`src/shared/ufhis_defines.svh`:
```
// Register offsets, bit positions, reset values and counts of the halt and interrupt status block.
`ifndef UFHIS_DEFINES_SVH
`define UFHIS_DEFINES_SVH

`define UFHIS_A_SRC_BUS      32'h0ffffe10
`define UFHIS_A_SRC_CTRL     32'hfffffe11
`define UFHIS_A_EP_STAT0     32'h0ffffe07
`define UFHIS_A_EP_STAT1     32'hfffffe08
`define UFHIS_A_HALT_FLAGS   32'hfffffe09
`define UFHIS_A_HALT_SET     32'hfffffe0a
`define UFHIS_A_HALT_CLR     32'hfffffe0b
`define UFHIS_A_CLR_BUS      32'hfffffe0c
`define UFHIS_A_CLR_CTRL     32'hfffffe0d
`define UFHIS_A_DMA_EN       32'hfffffe0e
`define UFHIS_A_DMA_DONE     32'hfffffe0f
`define UFHIS_A_SETUP_BUF    32'hfffffe20

`define UFHIS_B_BUS_RESET    7
`define UFHIS_B_RES_SUSP     6
`define UFHIS_B_SHORT        4
`define UFHIS_B_DMA_END      3
`define UFHIS_B_SET_DONE     2
`define UFHIS_B_CLR_DONE     1
`define UFHIS_B_EP_STALL     0
`define UFHIS_B_IN_NAK       6
`define UFHIS_B_TX_DONE      5
`define UFHIS_B_RX_DONE      4
`define UFHIS_B_STAT_OK      3
`define UFHIS_B_STAT_PHASE   2
`define UFHIS_B_SETUP_SEEN   1
`define UFHIS_B_FW_DECODE    0
`define UFHIS_B_SUSPENDED    7

`define UFHIS_RST_BYTE       8'h00
`define UFHIS_SETUP_LAST     3'h7

`endif

```
`src/shared/ufhis_pkg.sv`:
```
// Types shared by the halt and interrupt status block.
package ufhis_pkg;
    typedef logic [7:0] ufhis_byte_t;
    typedef logic [6:0] ufhis_ep_t;
    typedef enum logic [3:0] {
        UFHIS_REQ_GET_STATUS_EP0,
        UFHIS_REQ_CLEAR_FEATURE_EP,
        UFHIS_REQ_CLEAR_FEATURE_DEV,
        UFHIS_REQ_SET_FEATURE_EP,
        UFHIS_REQ_SET_FEATURE_DEV,
        UFHIS_REQ_SET_ADDRESS,
        UFHIS_REQ_SET_CONFIG,
        UFHIS_REQ_SET_INTERFACE,
        UFHIS_REQ_FW_DECODE
    } ufhis_req_t;
endpackage

```
`src/shared/ufhis_flag_if.sv`:
```
// Set, clear and state lines of a group of sticky flags.
interface ufhis_flag_if #(parameter int W = 8);
    logic [W-1:0] set;
    logic [W-1:0] clr;
    logic [W-1:0] q;
    modport owner (input set, input clr, output q);
    modport user  (output set, output clr, input q);
endinterface

```
`src/design/ufhis_sync.sv`:
```
// Two-flop synchroniser for inputs that arrive from pins.
module ufhis_sync #(
    parameter int           W   = 1,
    parameter logic [W-1:0] INI = '0
) (
    // Clock and reset
    input  wire logic         mclk,
    input  wire logic         rst,
    // Data
    input  wire logic [W-1:0] d,
    output logic      [W-1:0] q
);
    logic [W-1:0] meta;

    always_ff @(posedge mclk or posedge rst) begin
        if (rst) begin
            meta <= INI;
            q    <= INI;
        end else begin
            meta <= d;
            q    <= meta;
        end
    end
endmodule

```
`src/design/ufhis_flags.sv`:
```
// Group of sticky flags in which a set beats a clear in the same cycle.
module ufhis_flags #(
    parameter int W = 8
) (
    // Clock and reset
    input  wire logic mclk,
    input  wire logic rst,
    // Flag group
    ufhis_flag_if.owner fl
);
    always_ff @(posedge mclk or posedge rst) begin
        if (rst) begin
            fl.q <= '0;
        end else begin
            fl.q <= (fl.q & ~fl.clr) | fl.set;
        end
    end
endmodule

```
`src/design/ufhis_status.sv`:
```
// Endpoint halt status and the two interrupt source registers of the USB function unit.
//
// Our own choice: the strobed register port.
`include "ufhis_defines.svh"

module ufhis_status #(
    parameter int DMA_EPS = 6
) (
    // Clock and reset
    input  wire logic                  mclk,
    input  wire logic                  rst,
    // Register port
    input  wire logic [31:0]           addr,
    input  wire ufhis_pkg::ufhis_byte_t wdata,
    input  wire logic                  wr,
    input  wire logic                  rd,
    output ufhis_pkg::ufhis_byte_t     rdata,
    // Bus and endpoint events from the serial engine
    input  wire logic                  bus_reset_det,
    input  wire logic                  resume_suspend_evt,
    input  wire logic                  bus_suspended,
    input  wire logic                  setup_token,
    input  wire logic                  setup_stored,
    input  wire logic [63:0]           setup_packet_buffer,
    input  wire ufhis_pkg::ufhis_ep_t  stall_ep,
    // Request decode results
    input  wire logic                  req_valid,
    input  wire ufhis_pkg::ufhis_req_t req_kind,
    input  wire logic [2:0]            req_ep,
    input  wire ufhis_pkg::ufhis_ep_t  req_targets,
    // Endpoint 0 transfer events
    input  wire logic                  in_nak_ep0,
    input  wire logic                  tx_ack_ep0,
    input  wire logic                  rx_data_ep0,
    input  wire logic                  status_done,
    input  wire logic                  status_enter,
    input  wire logic                  status_enter_no_ack,
    input  wire logic                  fw_read_xfer,
    input  wire logic                  ctrl_tx_fifo_write,
    input  wire logic                  ctrl_tx_fifo_cleared,
    input  wire logic                  ctrl_rx_drained,
    // Bulk-out and DMA
    input  wire logic [1:0]            bulk_read,
    input  wire logic [1:0]            bulk_dma_full,
    input  wire logic [1:0]            short_packet_signal_n,
    input  wire logic [DMA_EPS-1:0]    dma_tc_n,
    input  wire logic [DMA_EPS-1:0]    dma_fifo_ready,
    output logic      [DMA_EPS-1:0]    dma_req,
    // Status outputs
    output logic                       usb_irq_line_a_n,
    output ufhis_pkg::ufhis_ep_t       endpoint_halt_flags,
    output logic                       send_stall_flag,
    output logic                       stall_handshake,
    output logic                       ctrl_tx_arm_clear,
    output logic                       ctrl_rx_present
);
    import ufhis_pkg::*;

    function automatic ufhis_ep_t ep_onehot(input logic [2:0] idx);
        ep_onehot = ufhis_ep_t'(7'h01 << idx);
    endfunction

    function automatic logic is_req(input logic v, input ufhis_req_t k, input ufhis_req_t w);
        is_req = v && (k == w);
    endfunction

    // Address decode.
    wire logic sel_src_bus  = (addr == `UFHIS_A_SRC_BUS);
    wire logic sel_src_ctrl = (addr == `UFHIS_A_SRC_CTRL);
    wire logic sel_stat0    = (addr == `UFHIS_A_EP_STAT0);
    wire logic sel_stat1    = (addr == `UFHIS_A_EP_STAT1);
    wire logic sel_halt     = (addr == `UFHIS_A_HALT_FLAGS);
    wire logic sel_halt_set = (addr == `UFHIS_A_HALT_SET);
    wire logic sel_halt_clr = (addr == `UFHIS_A_HALT_CLR);
    wire logic sel_clr_bus  = (addr == `UFHIS_A_CLR_BUS);
    wire logic sel_clr_ctrl = (addr == `UFHIS_A_CLR_CTRL);
    wire logic sel_dma_en   = (addr == `UFHIS_A_DMA_EN);
    wire logic sel_dma_done = (addr == `UFHIS_A_DMA_DONE);
    wire logic sel_setup    = (addr == `UFHIS_A_SETUP_BUF);

    wire logic wr_halt_set = wr && sel_halt_set;
    wire logic wr_halt_clr = wr && sel_halt_clr;
    wire logic wr_clr_bus  = wr && sel_clr_bus;
    wire logic wr_clr_ctrl = wr && sel_clr_ctrl;
    wire logic wr_dma_en   = wr && sel_dma_en;
    wire logic rd_stat1    = rd && sel_stat1;
    wire logic rd_dma_done = rd && sel_dma_done;
    wire logic rd_setup    = rd && sel_setup;

    // Pin inputs pass two flops before any logic looks at them.
    logic [1:0]         short_s_n;
    logic [DMA_EPS-1:0] tc_s_n;
    logic [DMA_EPS-1:0] tc_prev_n;

    ufhis_sync #(.W(2), .INI(2'h3)) u_sync_short (
        .mclk (mclk),
        .rst  (rst),
        .d    (short_packet_signal_n),
        .q    (short_s_n)
    );

    ufhis_sync #(.W(DMA_EPS), .INI({DMA_EPS{1'b1}})) u_sync_tc (
        .mclk (mclk),
        .rst  (rst),
        .d    (dma_tc_n),
        .q    (tc_s_n)
    );

    wire logic [DMA_EPS-1:0] tc_edge = tc_prev_n & ~tc_s_n;

    // Request decode.
    wire logic       rq_get0     = is_req(req_valid, req_kind, UFHIS_REQ_GET_STATUS_EP0);
    wire logic       rq_clr_ep   = is_req(req_valid, req_kind, UFHIS_REQ_CLEAR_FEATURE_EP);
    wire logic       rq_clr_dev  = is_req(req_valid, req_kind, UFHIS_REQ_CLEAR_FEATURE_DEV);
    wire logic       rq_set_ep   = is_req(req_valid, req_kind, UFHIS_REQ_SET_FEATURE_EP);
    wire logic       rq_set_dev  = is_req(req_valid, req_kind, UFHIS_REQ_SET_FEATURE_DEV);
    wire logic       rq_set_addr = is_req(req_valid, req_kind, UFHIS_REQ_SET_ADDRESS);
    wire logic       rq_fw_dec   = is_req(req_valid, req_kind, UFHIS_REQ_FW_DECODE);
    wire logic       rq_reconf   = is_req(req_valid, req_kind, UFHIS_REQ_SET_CONFIG) ||
                                   is_req(req_valid, req_kind, UFHIS_REQ_SET_INTERFACE);
    wire logic       rq_cfg_only = is_req(req_valid, req_kind, UFHIS_REQ_SET_CONFIG);
    wire ufhis_ep_t  rq_ep_hot   = ep_onehot(req_ep);

    // Halt state: condition stalls, halt features, endpoint 0 read mask.
    ufhis_ep_t halt_cond;
    ufhis_ep_t halt_feat;
    logic      ep0_mask;

    wire logic ep0_halted_raw = halt_cond[0] | halt_feat[0];
    // A reconfiguration arriving while endpoint 0 is halted is refused, so it clears nothing.
    wire logic reconf_ok      = rq_reconf && !ep0_halted_raw;
    wire logic reconf_stalled = rq_reconf && ep0_halted_raw;

    wire ufhis_ep_t feat_set = (rq_set_ep ? rq_ep_hot : 7'h00) |
                               (wr_halt_set ? wdata[6:0] : 7'h00);
    wire ufhis_ep_t feat_clr = (rq_clr_ep ? rq_ep_hot : 7'h00) |
                               (wr_halt_clr ? wdata[6:0] : 7'h00) |
                               (reconf_ok ? {req_targets[6:1], 1'b0} : 7'h00);
    wire ufhis_ep_t cond_clr = {feat_clr[6:1], setup_token};

    wire ufhis_ep_t next_halt_cond = (halt_cond & ~cond_clr) | stall_ep;
    wire ufhis_ep_t next_halt_feat = (halt_feat & ~feat_clr) | feat_set;
    wire logic      mask_set       = rq_get0 || rq_fw_dec ||
                                     ((rq_clr_ep || rq_set_ep) && req_ep == 3'h0);
    wire logic      next_ep0_mask  = (ep0_mask && !setup_token) || mask_set;
    wire logic      next_snd_stall = (send_stall_flag && !setup_token) || stall_ep[0];
    wire ufhis_ep_t next_halted    = (next_halt_cond | next_halt_feat) &
                                     ~{6'h00, next_ep0_mask};

    // Source register events.
    ufhis_flag_if #(.W(8)) src_bus ();
    ufhis_flag_if #(.W(8)) src_ctrl ();

    wire logic short_evt = |(bulk_read & bulk_dma_full & ~short_s_n);
    wire logic stall_evt = (stall_ep != 7'h00) || rq_set_ep || wr_halt_set;

    always_comb begin
        src_bus.set                      = 8'h00;
        src_bus.set[`UFHIS_B_BUS_RESET]  = bus_reset_det;
        src_bus.set[`UFHIS_B_RES_SUSP]   = resume_suspend_evt;
        src_bus.set[`UFHIS_B_SHORT]      = short_evt;
        src_bus.set[`UFHIS_B_DMA_END]    = |tc_edge;
        src_bus.set[`UFHIS_B_SET_DONE]   = rq_set_addr || rq_set_ep || rq_set_dev ||
                                           (rq_cfg_only && reconf_ok);
        src_bus.set[`UFHIS_B_CLR_DONE]   = rq_clr_ep || rq_clr_dev;
        src_bus.set[`UFHIS_B_EP_STALL]   = stall_evt;
    end

    // Software writing zero is the only way to clear the first register.
    assign src_bus.clr = wr_clr_bus ? ~wdata : 8'h00;

    logic [2:0] setup_cnt;
    wire logic  setup_last = rd_setup && (setup_cnt == `UFHIS_SETUP_LAST);

    always_comb begin
        src_ctrl.set                      = 8'h00;
        src_ctrl.set[`UFHIS_B_IN_NAK]     = in_nak_ep0;
        src_ctrl.set[`UFHIS_B_TX_DONE]    = tx_ack_ep0;
        src_ctrl.set[`UFHIS_B_RX_DONE]    = rx_data_ep0;
        src_ctrl.set[`UFHIS_B_STAT_OK]    = status_done;
        src_ctrl.set[`UFHIS_B_STAT_PHASE] = status_enter || status_enter_no_ack;
        src_ctrl.set[`UFHIS_B_SETUP_SEEN] = setup_stored;
        src_ctrl.set[`UFHIS_B_FW_DECODE]  = rq_fw_dec;
    end

    always_comb begin
        src_ctrl.clr                      = wr_clr_ctrl ? ~wdata : 8'h00;
        src_ctrl.clr[`UFHIS_B_TX_DONE]    = src_ctrl.clr[`UFHIS_B_TX_DONE] ||
                                            ctrl_tx_fifo_write;
        src_ctrl.clr[`UFHIS_B_RX_DONE]    = src_ctrl.clr[`UFHIS_B_RX_DONE] ||
                                            ctrl_rx_drained;
        src_ctrl.clr[`UFHIS_B_STAT_OK]    = src_ctrl.clr[`UFHIS_B_STAT_OK] ||
                                            setup_token;
        src_ctrl.clr[`UFHIS_B_STAT_PHASE] = src_ctrl.clr[`UFHIS_B_STAT_PHASE] ||
                                            setup_token;
        src_ctrl.clr[`UFHIS_B_FW_DECODE]  = src_ctrl.clr[`UFHIS_B_FW_DECODE] ||
                                            setup_last;
    end

    ufhis_flags #(.W(8)) u_src_bus (
        .mclk (mclk),
        .rst  (rst),
        .fl   (src_bus.owner)
    );

    ufhis_flags #(.W(8)) u_src_ctrl (
        .mclk (mclk),
        .rst  (rst),
        .fl   (src_ctrl.owner)
    );

    // Bit 5 of the first register and bit 7 of the second are reserved and read as zero.
    wire ufhis_byte_t src_bus_v  = src_bus.q & 8'hdf;
    wire ufhis_byte_t src_ctrl_v = src_ctrl.q & 8'h7f;
    logic [15:0]      src_prev;
    wire logic        src_changed = ({src_bus_v, src_ctrl_v} != src_prev);

    // Remaining state.
    logic               suspended;
    logic               arm_clr_pend;
    logic [DMA_EPS-1:0] dma_en;
    logic [DMA_EPS-1:0] dma_done;

    wire logic next_suspended = (resume_suspend_evt && bus_suspended) ||
                                (suspended && !rd_stat1 && !resume_suspend_evt);
    wire logic next_arm_pend  = (arm_clr_pend && !ctrl_tx_fifo_cleared) ||
                                (status_enter_no_ack && fw_read_xfer);
    wire logic arm_clr_fire   = arm_clr_pend && ctrl_tx_fifo_cleared;
    wire logic next_rx_pres   = (ctrl_rx_present && !ctrl_rx_drained) || rx_data_ep0;

    // A terminal count beats a firmware enable written in the same cycle.
    wire logic [DMA_EPS-1:0] next_dma_en   = (wr_dma_en ? wdata[DMA_EPS-1:0] : dma_en) &
                                             ~tc_edge;
    wire logic [DMA_EPS-1:0] next_dma_done = (rd_dma_done ? '0 : dma_done) | tc_edge;

    wire ufhis_byte_t setup_byte = setup_packet_buffer[{setup_cnt, 3'h0} +: 8];
    wire ufhis_byte_t next_rdata =
        !rd           ? `UFHIS_RST_BYTE :
        sel_src_bus   ? src_bus_v :
        sel_src_ctrl  ? src_ctrl_v :
        sel_stat0     ? {7'h00, ctrl_rx_present} :
        sel_stat1     ? {suspended, 7'h00} :
        sel_halt      ? {1'b0, endpoint_halt_flags} :
        sel_halt_set  ? {1'b0, halt_feat} :
        sel_dma_en    ? ufhis_byte_t'(dma_en) :
        sel_dma_done  ? ufhis_byte_t'(dma_done) :
        sel_setup     ? setup_byte :
                        `UFHIS_RST_BYTE;

    always_ff @(posedge mclk or posedge rst) begin
        if (rst) begin
            halt_cond           <= 7'h00;
            halt_feat           <= 7'h00;
            ep0_mask            <= 1'b0;
            send_stall_flag     <= 1'b0;
            endpoint_halt_flags <= 7'h00;
            stall_handshake     <= 1'b0;
        end else begin
            halt_cond           <= next_halt_cond;
            halt_feat           <= next_halt_feat;
            ep0_mask            <= next_ep0_mask;
            send_stall_flag     <= next_snd_stall;
            endpoint_halt_flags <= next_halted;
            stall_handshake     <= reconf_stalled;
        end
    end

    always_ff @(posedge mclk or posedge rst) begin
        if (rst) begin
            src_prev         <= 16'h0000;
            usb_irq_line_a_n <= 1'b1;
            suspended        <= 1'b0;
            arm_clr_pend     <= 1'b0;
            ctrl_tx_arm_clear <= 1'b0;
            ctrl_rx_present  <= 1'b0;
        end else begin
            src_prev         <= {src_bus_v, src_ctrl_v};
            usb_irq_line_a_n <= !src_changed;
            suspended        <= next_suspended;
            arm_clr_pend     <= next_arm_pend;
            ctrl_tx_arm_clear <= arm_clr_fire;
            ctrl_rx_present  <= next_rx_pres;
        end
    end

    always_ff @(posedge mclk or posedge rst) begin
        if (rst) begin
            tc_prev_n <= {DMA_EPS{1'b1}};
            dma_en    <= '0;
            dma_done  <= '0;
            dma_req   <= '0;
            setup_cnt <= 3'h0;
            rdata     <= `UFHIS_RST_BYTE;
        end else begin
            tc_prev_n <= tc_s_n;
            dma_en    <= next_dma_en;
            dma_done  <= next_dma_done;
            dma_req   <= next_dma_en & dma_fifo_ready;
            setup_cnt <= setup_stored ? 3'h0 : setup_cnt + (rd_setup ? 3'h1 : 3'h0);
            rdata     <= next_rdata;
        end
    end
endmodule

```
`config.mk`:
```
export PLATFORM = sky130hd
export DESIGN_NAME = ufhis_status
export DESIGN_NICKNAME = d
export VERILOG_FILES = /design/src/shared/ufhis_pkg.sv /design/src/shared/ufhis_flag_if.sv /design/src/design/ufhis_sync.sv /design/src/design/ufhis_flags.sv /design/src/design/ufhis_status.sv
export VERILOG_INCLUDE_DIRS = /design/src /design/src/shared
export SDC_FILE = /design/constraint.sdc
export NUM_CORES = 1
export LEC_CHECK = 0
export ABC_AREA = 0
export BUFFER_PORTS_ARGS = -buffer_cell sky130_fd_sc_hd__buf_2
export CAP_MARGIN = 30
export CORE_MARGIN = 1
export CORE_UTILIZATION = 45
export CTS_BUF_LIST = sky130_fd_sc_hd__clkbuf_4 sky130_fd_sc_hd__clkbuf_8
export CTS_CLUSTER_SIZE = 20
export DETAILED_ROUTE_END_ITERATION = 12
export GPL_TIMING_DRIVEN = 1
export PLACE_DENSITY = 0.76
export SYNTH_ARGS = -nofsm -noshare
export SYNTH_HDL_FRONTEND = slang
export SYNTH_SLANG_ARGS = --single-unit
```
`constraint.sdc`:
```
create_clock -name mclk -period 3.4 [get_ports mclk]
set_clock_uncertainty 0.05 [all_clocks]
set_input_delay 0.34 -clock mclk [delete_from_list [all_inputs] [get_ports mclk]]
set_output_delay 0.34 -clock mclk [all_outputs]
set_load 0.005 [all_outputs]
```
==> Word level (Yosys, flattened, before mapping) <==
Cells that the tools add are included.
{ "word_totals": {"ff_bits": 110, "latchBits": 0, "ram_bits": 0, "rom_bits": 0, "in_bits": 163, "n_memories": 0} }
{ "op_classes": {"addsub": 1, "mul": 0, "div": 0, "magnitude_cmp": 0, "eq_ne": 22, "shift": 2, "mux": 21, "bitwise": 29, "n_reduce_logical": 64} }
{ "ops": {"columns": ["op", "count"], "rows": [
  ["$eq 32x32->1 const B", 10],
  ["$mux 8", 12],
  ["$eq 32x28->1 const B", 2],
  ["$shiftx 64x7->8", 1],
  ["$or 7x7->7", 6],
  ["$mux 7", 5],
  ["$logic_and 1x1->1", 31],
  ["$not 8->8", 3],
  ["$and 7x7->7", 3],
  ["$logic_or 1x1->1", 21],
  ["$and 6x6->6", 3],
  ["$and 8x8->8", 2],
  ["$eq 4x3->1 const B", 4],
  ["$ne 14x14->1", 1],
  ["$not 7->7", 2],
  ["$mux 6", 2],
  ["$not 6->6", 2],
  ["$eq 4x2->1 const B", 2],
  ["$or 8x7->8", 1],
  ["$or 8x8->8", 1],
  ["$logic_not 1->1", 7],
  ["$not 1->7", 1],
  ["$reduce_bool 7->1", 1],
  ["$shl 1x3->7 const A", 1],
  ["14 further kinds", 15]
]} }

==> Longest topological paths before layout <==
{ "depth": {"depth_word": 11, "depth_mapped": 9} }

==> Modules after synthesis <==
From an unflattened synthesis, not the netlist that was laid out.
{ "hier_totals": {"hier_cells": 500, "hier_area_um2": 5476.5} }
{ "modules_own_cells": {"columns": ["mod", "instances", "cells_per_inst", "area_each_um2", "seq_area_each_um2"], "rows": [
  ["ufhis_status", 1, 432, 4460.5, 1960.6],
  ["ufhis_flags", 2, 25, 294.0, 200.2],
  ["ufhis_sync (u_sync_tc)", 1, 13, 319.1, 315.3],
  ["ufhis_sync (u_sync_short)", 1, 5, 108.9, 105.1]
]} }

==> Worst setup path before layout <==
Ideal clock, no wire load.
{ "synth_path": {"path_type": "input-to-reg", "from": "input port addr[28]", "to": "register rdata[1]", "setup_time_ns": 0.131, "arrival_ns": 2.042, "t_required_ns": 3.219, "path_slack_ns": 1.177, "stages": 5, "n_path_buf": 0, "cell_sequence": "or4_1 > or4_4 > or4b_4 > o21ai_0 > nor3_1"} }
{ "synth_via": {"elab_chain_cells": 11, "elab_cells_between_ends": 19, "cone_classes": "eq/ne: 9; mux: 10"} }
{ "synth_rtl": {"columns": ["item", "line", "rtl"], "rows": [
  ["from (decl)", "ufhis_status.sv:13", "input wire logic [31:0] addr,"],
  ["$eq 32x32->1 (no source line)", null, null],
  ["$mux 8 (no source line) (8 in a row)", null, null],
  ["$mux 8 (no source line) (*) (2 in a row)", null, null],
  ["via next_rdata[1]", "ufhis_status.sv:237", "wire ufhis_byte_t next_rdata ="],
  ["to (signal assigned)", "ufhis_status.sv:293", "rdata <= `UFHIS_RST_BYTE;"],
  ["to (signal assigned)", "ufhis_status.sv:300", "rdata <= next_rdata;"],
  ["to (decl)", "ufhis_status.sv:17", "output ufhis_pkg::ufhis_byte_t rdata,"]
]} }
The timed path passes the listed nets; every way through them passes the cells marked *.

==> Worst setup path in the final report <==
{ "layout_path": {"from": "register setup_cnt[0]", "to": "register rdata[2]"} }
{ "layout_via": {"elab_chain_cells": 11} }
{ "layout_rtl": {"columns": ["item", "line", "rtl"], "rows": [
  ["from (decl)", "ufhis_status.sv:172", "logic [2:0] setup_cnt;"],
  ["from (signal assigned)", "ufhis_status.sv:299", "setup_cnt <= setup_stored ? 3'h0 : setup_cnt + (rd_setup ? 3'h1 : 3'h0);"],
  ["$shiftx 64x7->8", "ufhis_status.sv:236", "wire ufhis_byte_t setup_byte = setup_packet_buffer[{setup_cnt, 3'h0} +: 8];"],
  ["$mux 8 (no source line) (10 in a row)", null, null],
  ["via next_rdata[2]", "ufhis_status.sv:237", null]
]} }
The timed path passes the listed nets, and every way through them passes these cells.

==> flow_metrics.env <==
export IMPL_yosysSeqAreaShare=0.5103
export IMPL_track_usage=0.2505
export IMPL_synth_top_cell_area_share=0.3974
export IMPL_powerDensity_nw_per_um2=355.6
export IMPL_area_growth_pct=24.45
export IMPL_hold_violations=0
export IMPL_wirelength_um=14920
export IMPL_ir_worst_vdd_mv=0.2976
export IMPL_synth_warnings=0
export IMPL_grt_pass1_wl_um=23960
export IMPL_rsz0062_at_grt="no"
export IMPL_nNetsFinal=827
export IMPL_dieArea_um2=12340
export IMPL_whs_ns=0.01568
export IMPL_combPwrFrac=0.110
export IMPL_setup_tns_ns=0
export IMPL_drive_above_1_share=0.3913
export IMPL_wl_per_cell_um=18.41
export IMPL_clock_power_share=0.307
export IMPL_cts_resized_gates=0
export IMPL_end_kind="register"
export IMPL_drtIter0Drc=414
export IMPL_clock_latency_ns=0.37
export IMPL_grt_max_degree=51
export IMPL_initial_core_util=0.4648
export IMPL_core_rowCount=39
export IMPL_ctsRootBufferMaster="clkbuf_8"
export IMPL_tightestPinTransition_ns=0.8083
export IMPL_io_buffers=187
export IMPL_pwr_share_seq=0.582
export IMPL_cp_cell_sequence="mux4_2, mux2i_1, o22ai_1, a221oi_2, nor3_2"
export IMPL_ys_ff_latch=108
export IMPL_post_dp_cell_area_um2=6425
export IMPL_worstPathRequired_ns=3.59
export IMPL_ys_async_sr_fraction=1.000
export IMPL_synth_cells=471
export IMPL_clkSinkCount=108
export IMPL_grt_pass1_vias=4729
export IMPL_fp_coreArea_um2=11520
export IMPL_syn_nets=636
export IMPL_setup_viol=0
export IMPL_max_cap_viol_count=0
export IMPL_period_needed_ns=2.444
export IMPL_slew_viol_final=0
export IMPL_die_w_um=111.1
export IMPL_remaining_drc_errors=8
export IMPL_cp_max_fo=15
export IMPL_viasPerCell=5.778
export IMPL_h_tree_depth=3
export IMPL_fmaxAchievable_ghz=0.4091
export IMPL_relSlewSlack=0.4611
export IMPL_avgSynthCellArea_um2=11.36
export IMPL_routed_via_count=4680
export IMPL_internal_power_mw=1.780
export IMPL_gp_congestion=0.9094
export IMPL_cts_buffers=9
export IMPL_power_switching_mw=0.5885
export IMPL_cp_data_arrival_time_ns=2.63
export IMPL_critPathKind="register to register"
export IMPL_synth_flop_cell="dfrtp_1"
export IMPL_dr_pass1_iters=9
export IMPL_dieHeight_um=111.1
export IMPL_antenna_found_initial=0
export IMPL_status="finished, violations left"
export IMPL_nFillCells=1004
export IMPL_netSwitchingFraction=0.2484
export IMPL_ant_nets=0
export IMPL_synth_area_leader_cell="dfrtp_1"
export IMPL_p_leak_nw=3.017
export IMPL_timing_final_crit_share=0.7189
export IMPL_rrSetupSlack_ns=0.96
export IMPL_fin_util=0.5784
export IMPL_netlist_area_um2=5353
export IMPL_clk_pin_slew_ns=0.09
export IMPL_synth_edf_count=0
export IMPL_violations="DRC"
export IMPL_post_cts_buffers=0
export IMPL_crit_path_start_kind="register"
export IMPL_hp_class="primary input to register"
export IMPL_synth_distinct_cells=59
export IMPL_hpwl_um=11970
export IMPL_worst_path_largest_cell_delay_ns=0.88
export IMPL_hold_buffers=5
export IMPL_synthTopCellsByArea="dfrtp_1 40%, dfstp_2 11%, mux4_2 6.7%"
export IMPL_cts_tree="done"
export IMPL_design_area_um2=6661
export IMPL_clockBufferDepth=2
export IMPL_io_pins=189
export IMPL_slowest_stage="dfrtp_1"
export IMPL_grt_ovfl_total=0
export IMPL_antenna_cells=0
state kept, by name (all words and copies together) (netlist names), 7 cells and up:
register             flops
halt_cond                7
u_src_bus.fl.q           7
halt_feat                7
rdata                    8
endpoint_halt_flags      7
src_prev                14
u_src_ctrl.fl.q          7
routing by layer:
| layer | GRT usage | wire length [um] | share of wire | vias up |
|---|---|---|---|---|
| met4 | 0.09369 | 482 | 0.032 | 0 |
| li1 | - | - | - | 2155 |
| met1 | 0.3380 | 6305 | 0.42 | 2245 |
| met3 | 0.05249 | 1049 | 0.070 | 44 |
| met2 | 0.4000 | 7078 | 0.47 | 236 |
| met5 | 0 | 0 | 0 | - |
metrics by stage:
step	total power, mW	instances	worst slack, ns
global route	2.475	810	0.7832
finish	2.369	810	0.9558
detailed placement	1.661	789	0.7060
CTS	2.391	810	0.9237
floorplan	1.499	471	0.2025
global placement	1.652	789	0.7210
synth_stat cells (3+ instances only):
master     n
a21oi_1   13
clkbuf_1  11
nand3b_1   5
o211ai_1   5
o31ai_1    3
or3_1      3
nor2b_1   14
a211o_1    3
inv_1     16
nand4_1   12
a222oi_1   3
and4_1     6
dfrtp_1   85
and3_1     4
mux4_2    16
nand2_1   28
a21o_1    22
nor3_1    16
a221oi_1   7
dfstp_2   23
nor3_2     3
nor2_1    24
o22ai_1    6
o21ai_0   22
o21ai_1    4
or3b_1     4
xor2_1     4
nor4_1    11
xnor2_1   12
mux2i_1   15
buf_2      3
and2_1    10
nand3_1   10
nand2b_1  12
worst max-delay path: cells and delay by family, from the launching register on:
| family | cells | cell delay [ns] |
|---|---|---|
| flops | 1 | 0.88 |
| mux | 2 | 0.81 |
| compound gates | 2 | 0.47 |
| simple gates | 1 | 0.10 |
layout make-up:
cell class,instances,area [um2],area share
flip-flops and latches,108,2731,0.4100
multi-input cells,332,2494,0.3743
repair buffers,195,1008,0.1514
well taps,143,178.9,0.02686
clock buffers,12,152.6,0.02292
inverters,16,62.56,0.009391
clock inverters,4,33.78,0.005071
cell families (layout without fill, tap and decap cells):
| family | Yosys count | after routing | synth area share |
|---|---|---|---|
| fa+ha+maj | 2 | 2 | 0.004674 |
| compound gates | 105 | 105 | 0.1386 |
| flops | 108 | 108 | 0.5103 |
| xor+xnor | 16 | 16 | 0.02618 |
| simple gates | 178 | 178 | 0.2010 |
| mux | 31 | 31 | 0.09537 |
| buf+inv | 31 | 227 | 0.02384 |
power by group through the flow:
stage | logic, mW | registers, mW | clock network [mW]
after floorplan | 0.110 | 1.39 | 0
after global routing | 0.290 | 1.39 | 0.801
after CTS | 0.263 | 1.38 | 0.749
final | 0.262 | 1.38 | 0.728
after detailed placement | 0.258 | 1.40 | 0
after global placement | 0.252 | 1.40 | 0
placed cells by master, fill, tap and decap left out, types with 3 or more instances in the layout:
master and instances:
o21ai_0 22, mux4_2 16, nand2_1 28, or3_1 3, a211o_1 3, and4_1 6
a21oi_1 13, mux2i_1 15, inv_1 15, nand2b_1 12, nand3b_1 5, nor2_1 24
dfrtp_1 85, o31ai_1 3, o211ai_1 5, and3_1 4, nand3_1 10, nor3_2 3
clkbuf_8 10, a222oi_1 3, and2_1 10, xor2_1 4, nor4_1 11, nand4_1 12
buf_4 3, or3b_1 4, a21o_1 22, xnor2_1 12, nor3_1 16, a221oi_1 7
dfstp_2 23, o22ai_1 6, o21ai_1 4, dlygate4sd3_1 5, nor2b_1 14, buf_2 187
final timing paths:
path / end / cells after the start / startpoint
min in group asynchronous: halt_feat[4]$_DFF_PP0_ / 3 / rst
setup reg to reg: rdata[2]$_DFF_PP0_ / 5 / setup_cnt[0]$_DFF_PP0_
hold reg to reg: u_sync_tc.q[1]$_DFF_PP1_ / 0 / u_sync_tc.meta[1]$_DFF_PP1_
setup / recovery: rdata[2]$_DFF_PP0_ / 5 / setup_cnt[0]$_DFF_PP0_
max in group asynchronous: u_sync_tc.q[5]$_DFF_PP1_ / 4 / rst
hold / removal: u_sync_tc.meta[2]$_DFF_PP1_ / 1 / dma_tc_n[2]
Power figures use the tool's default switching activity.
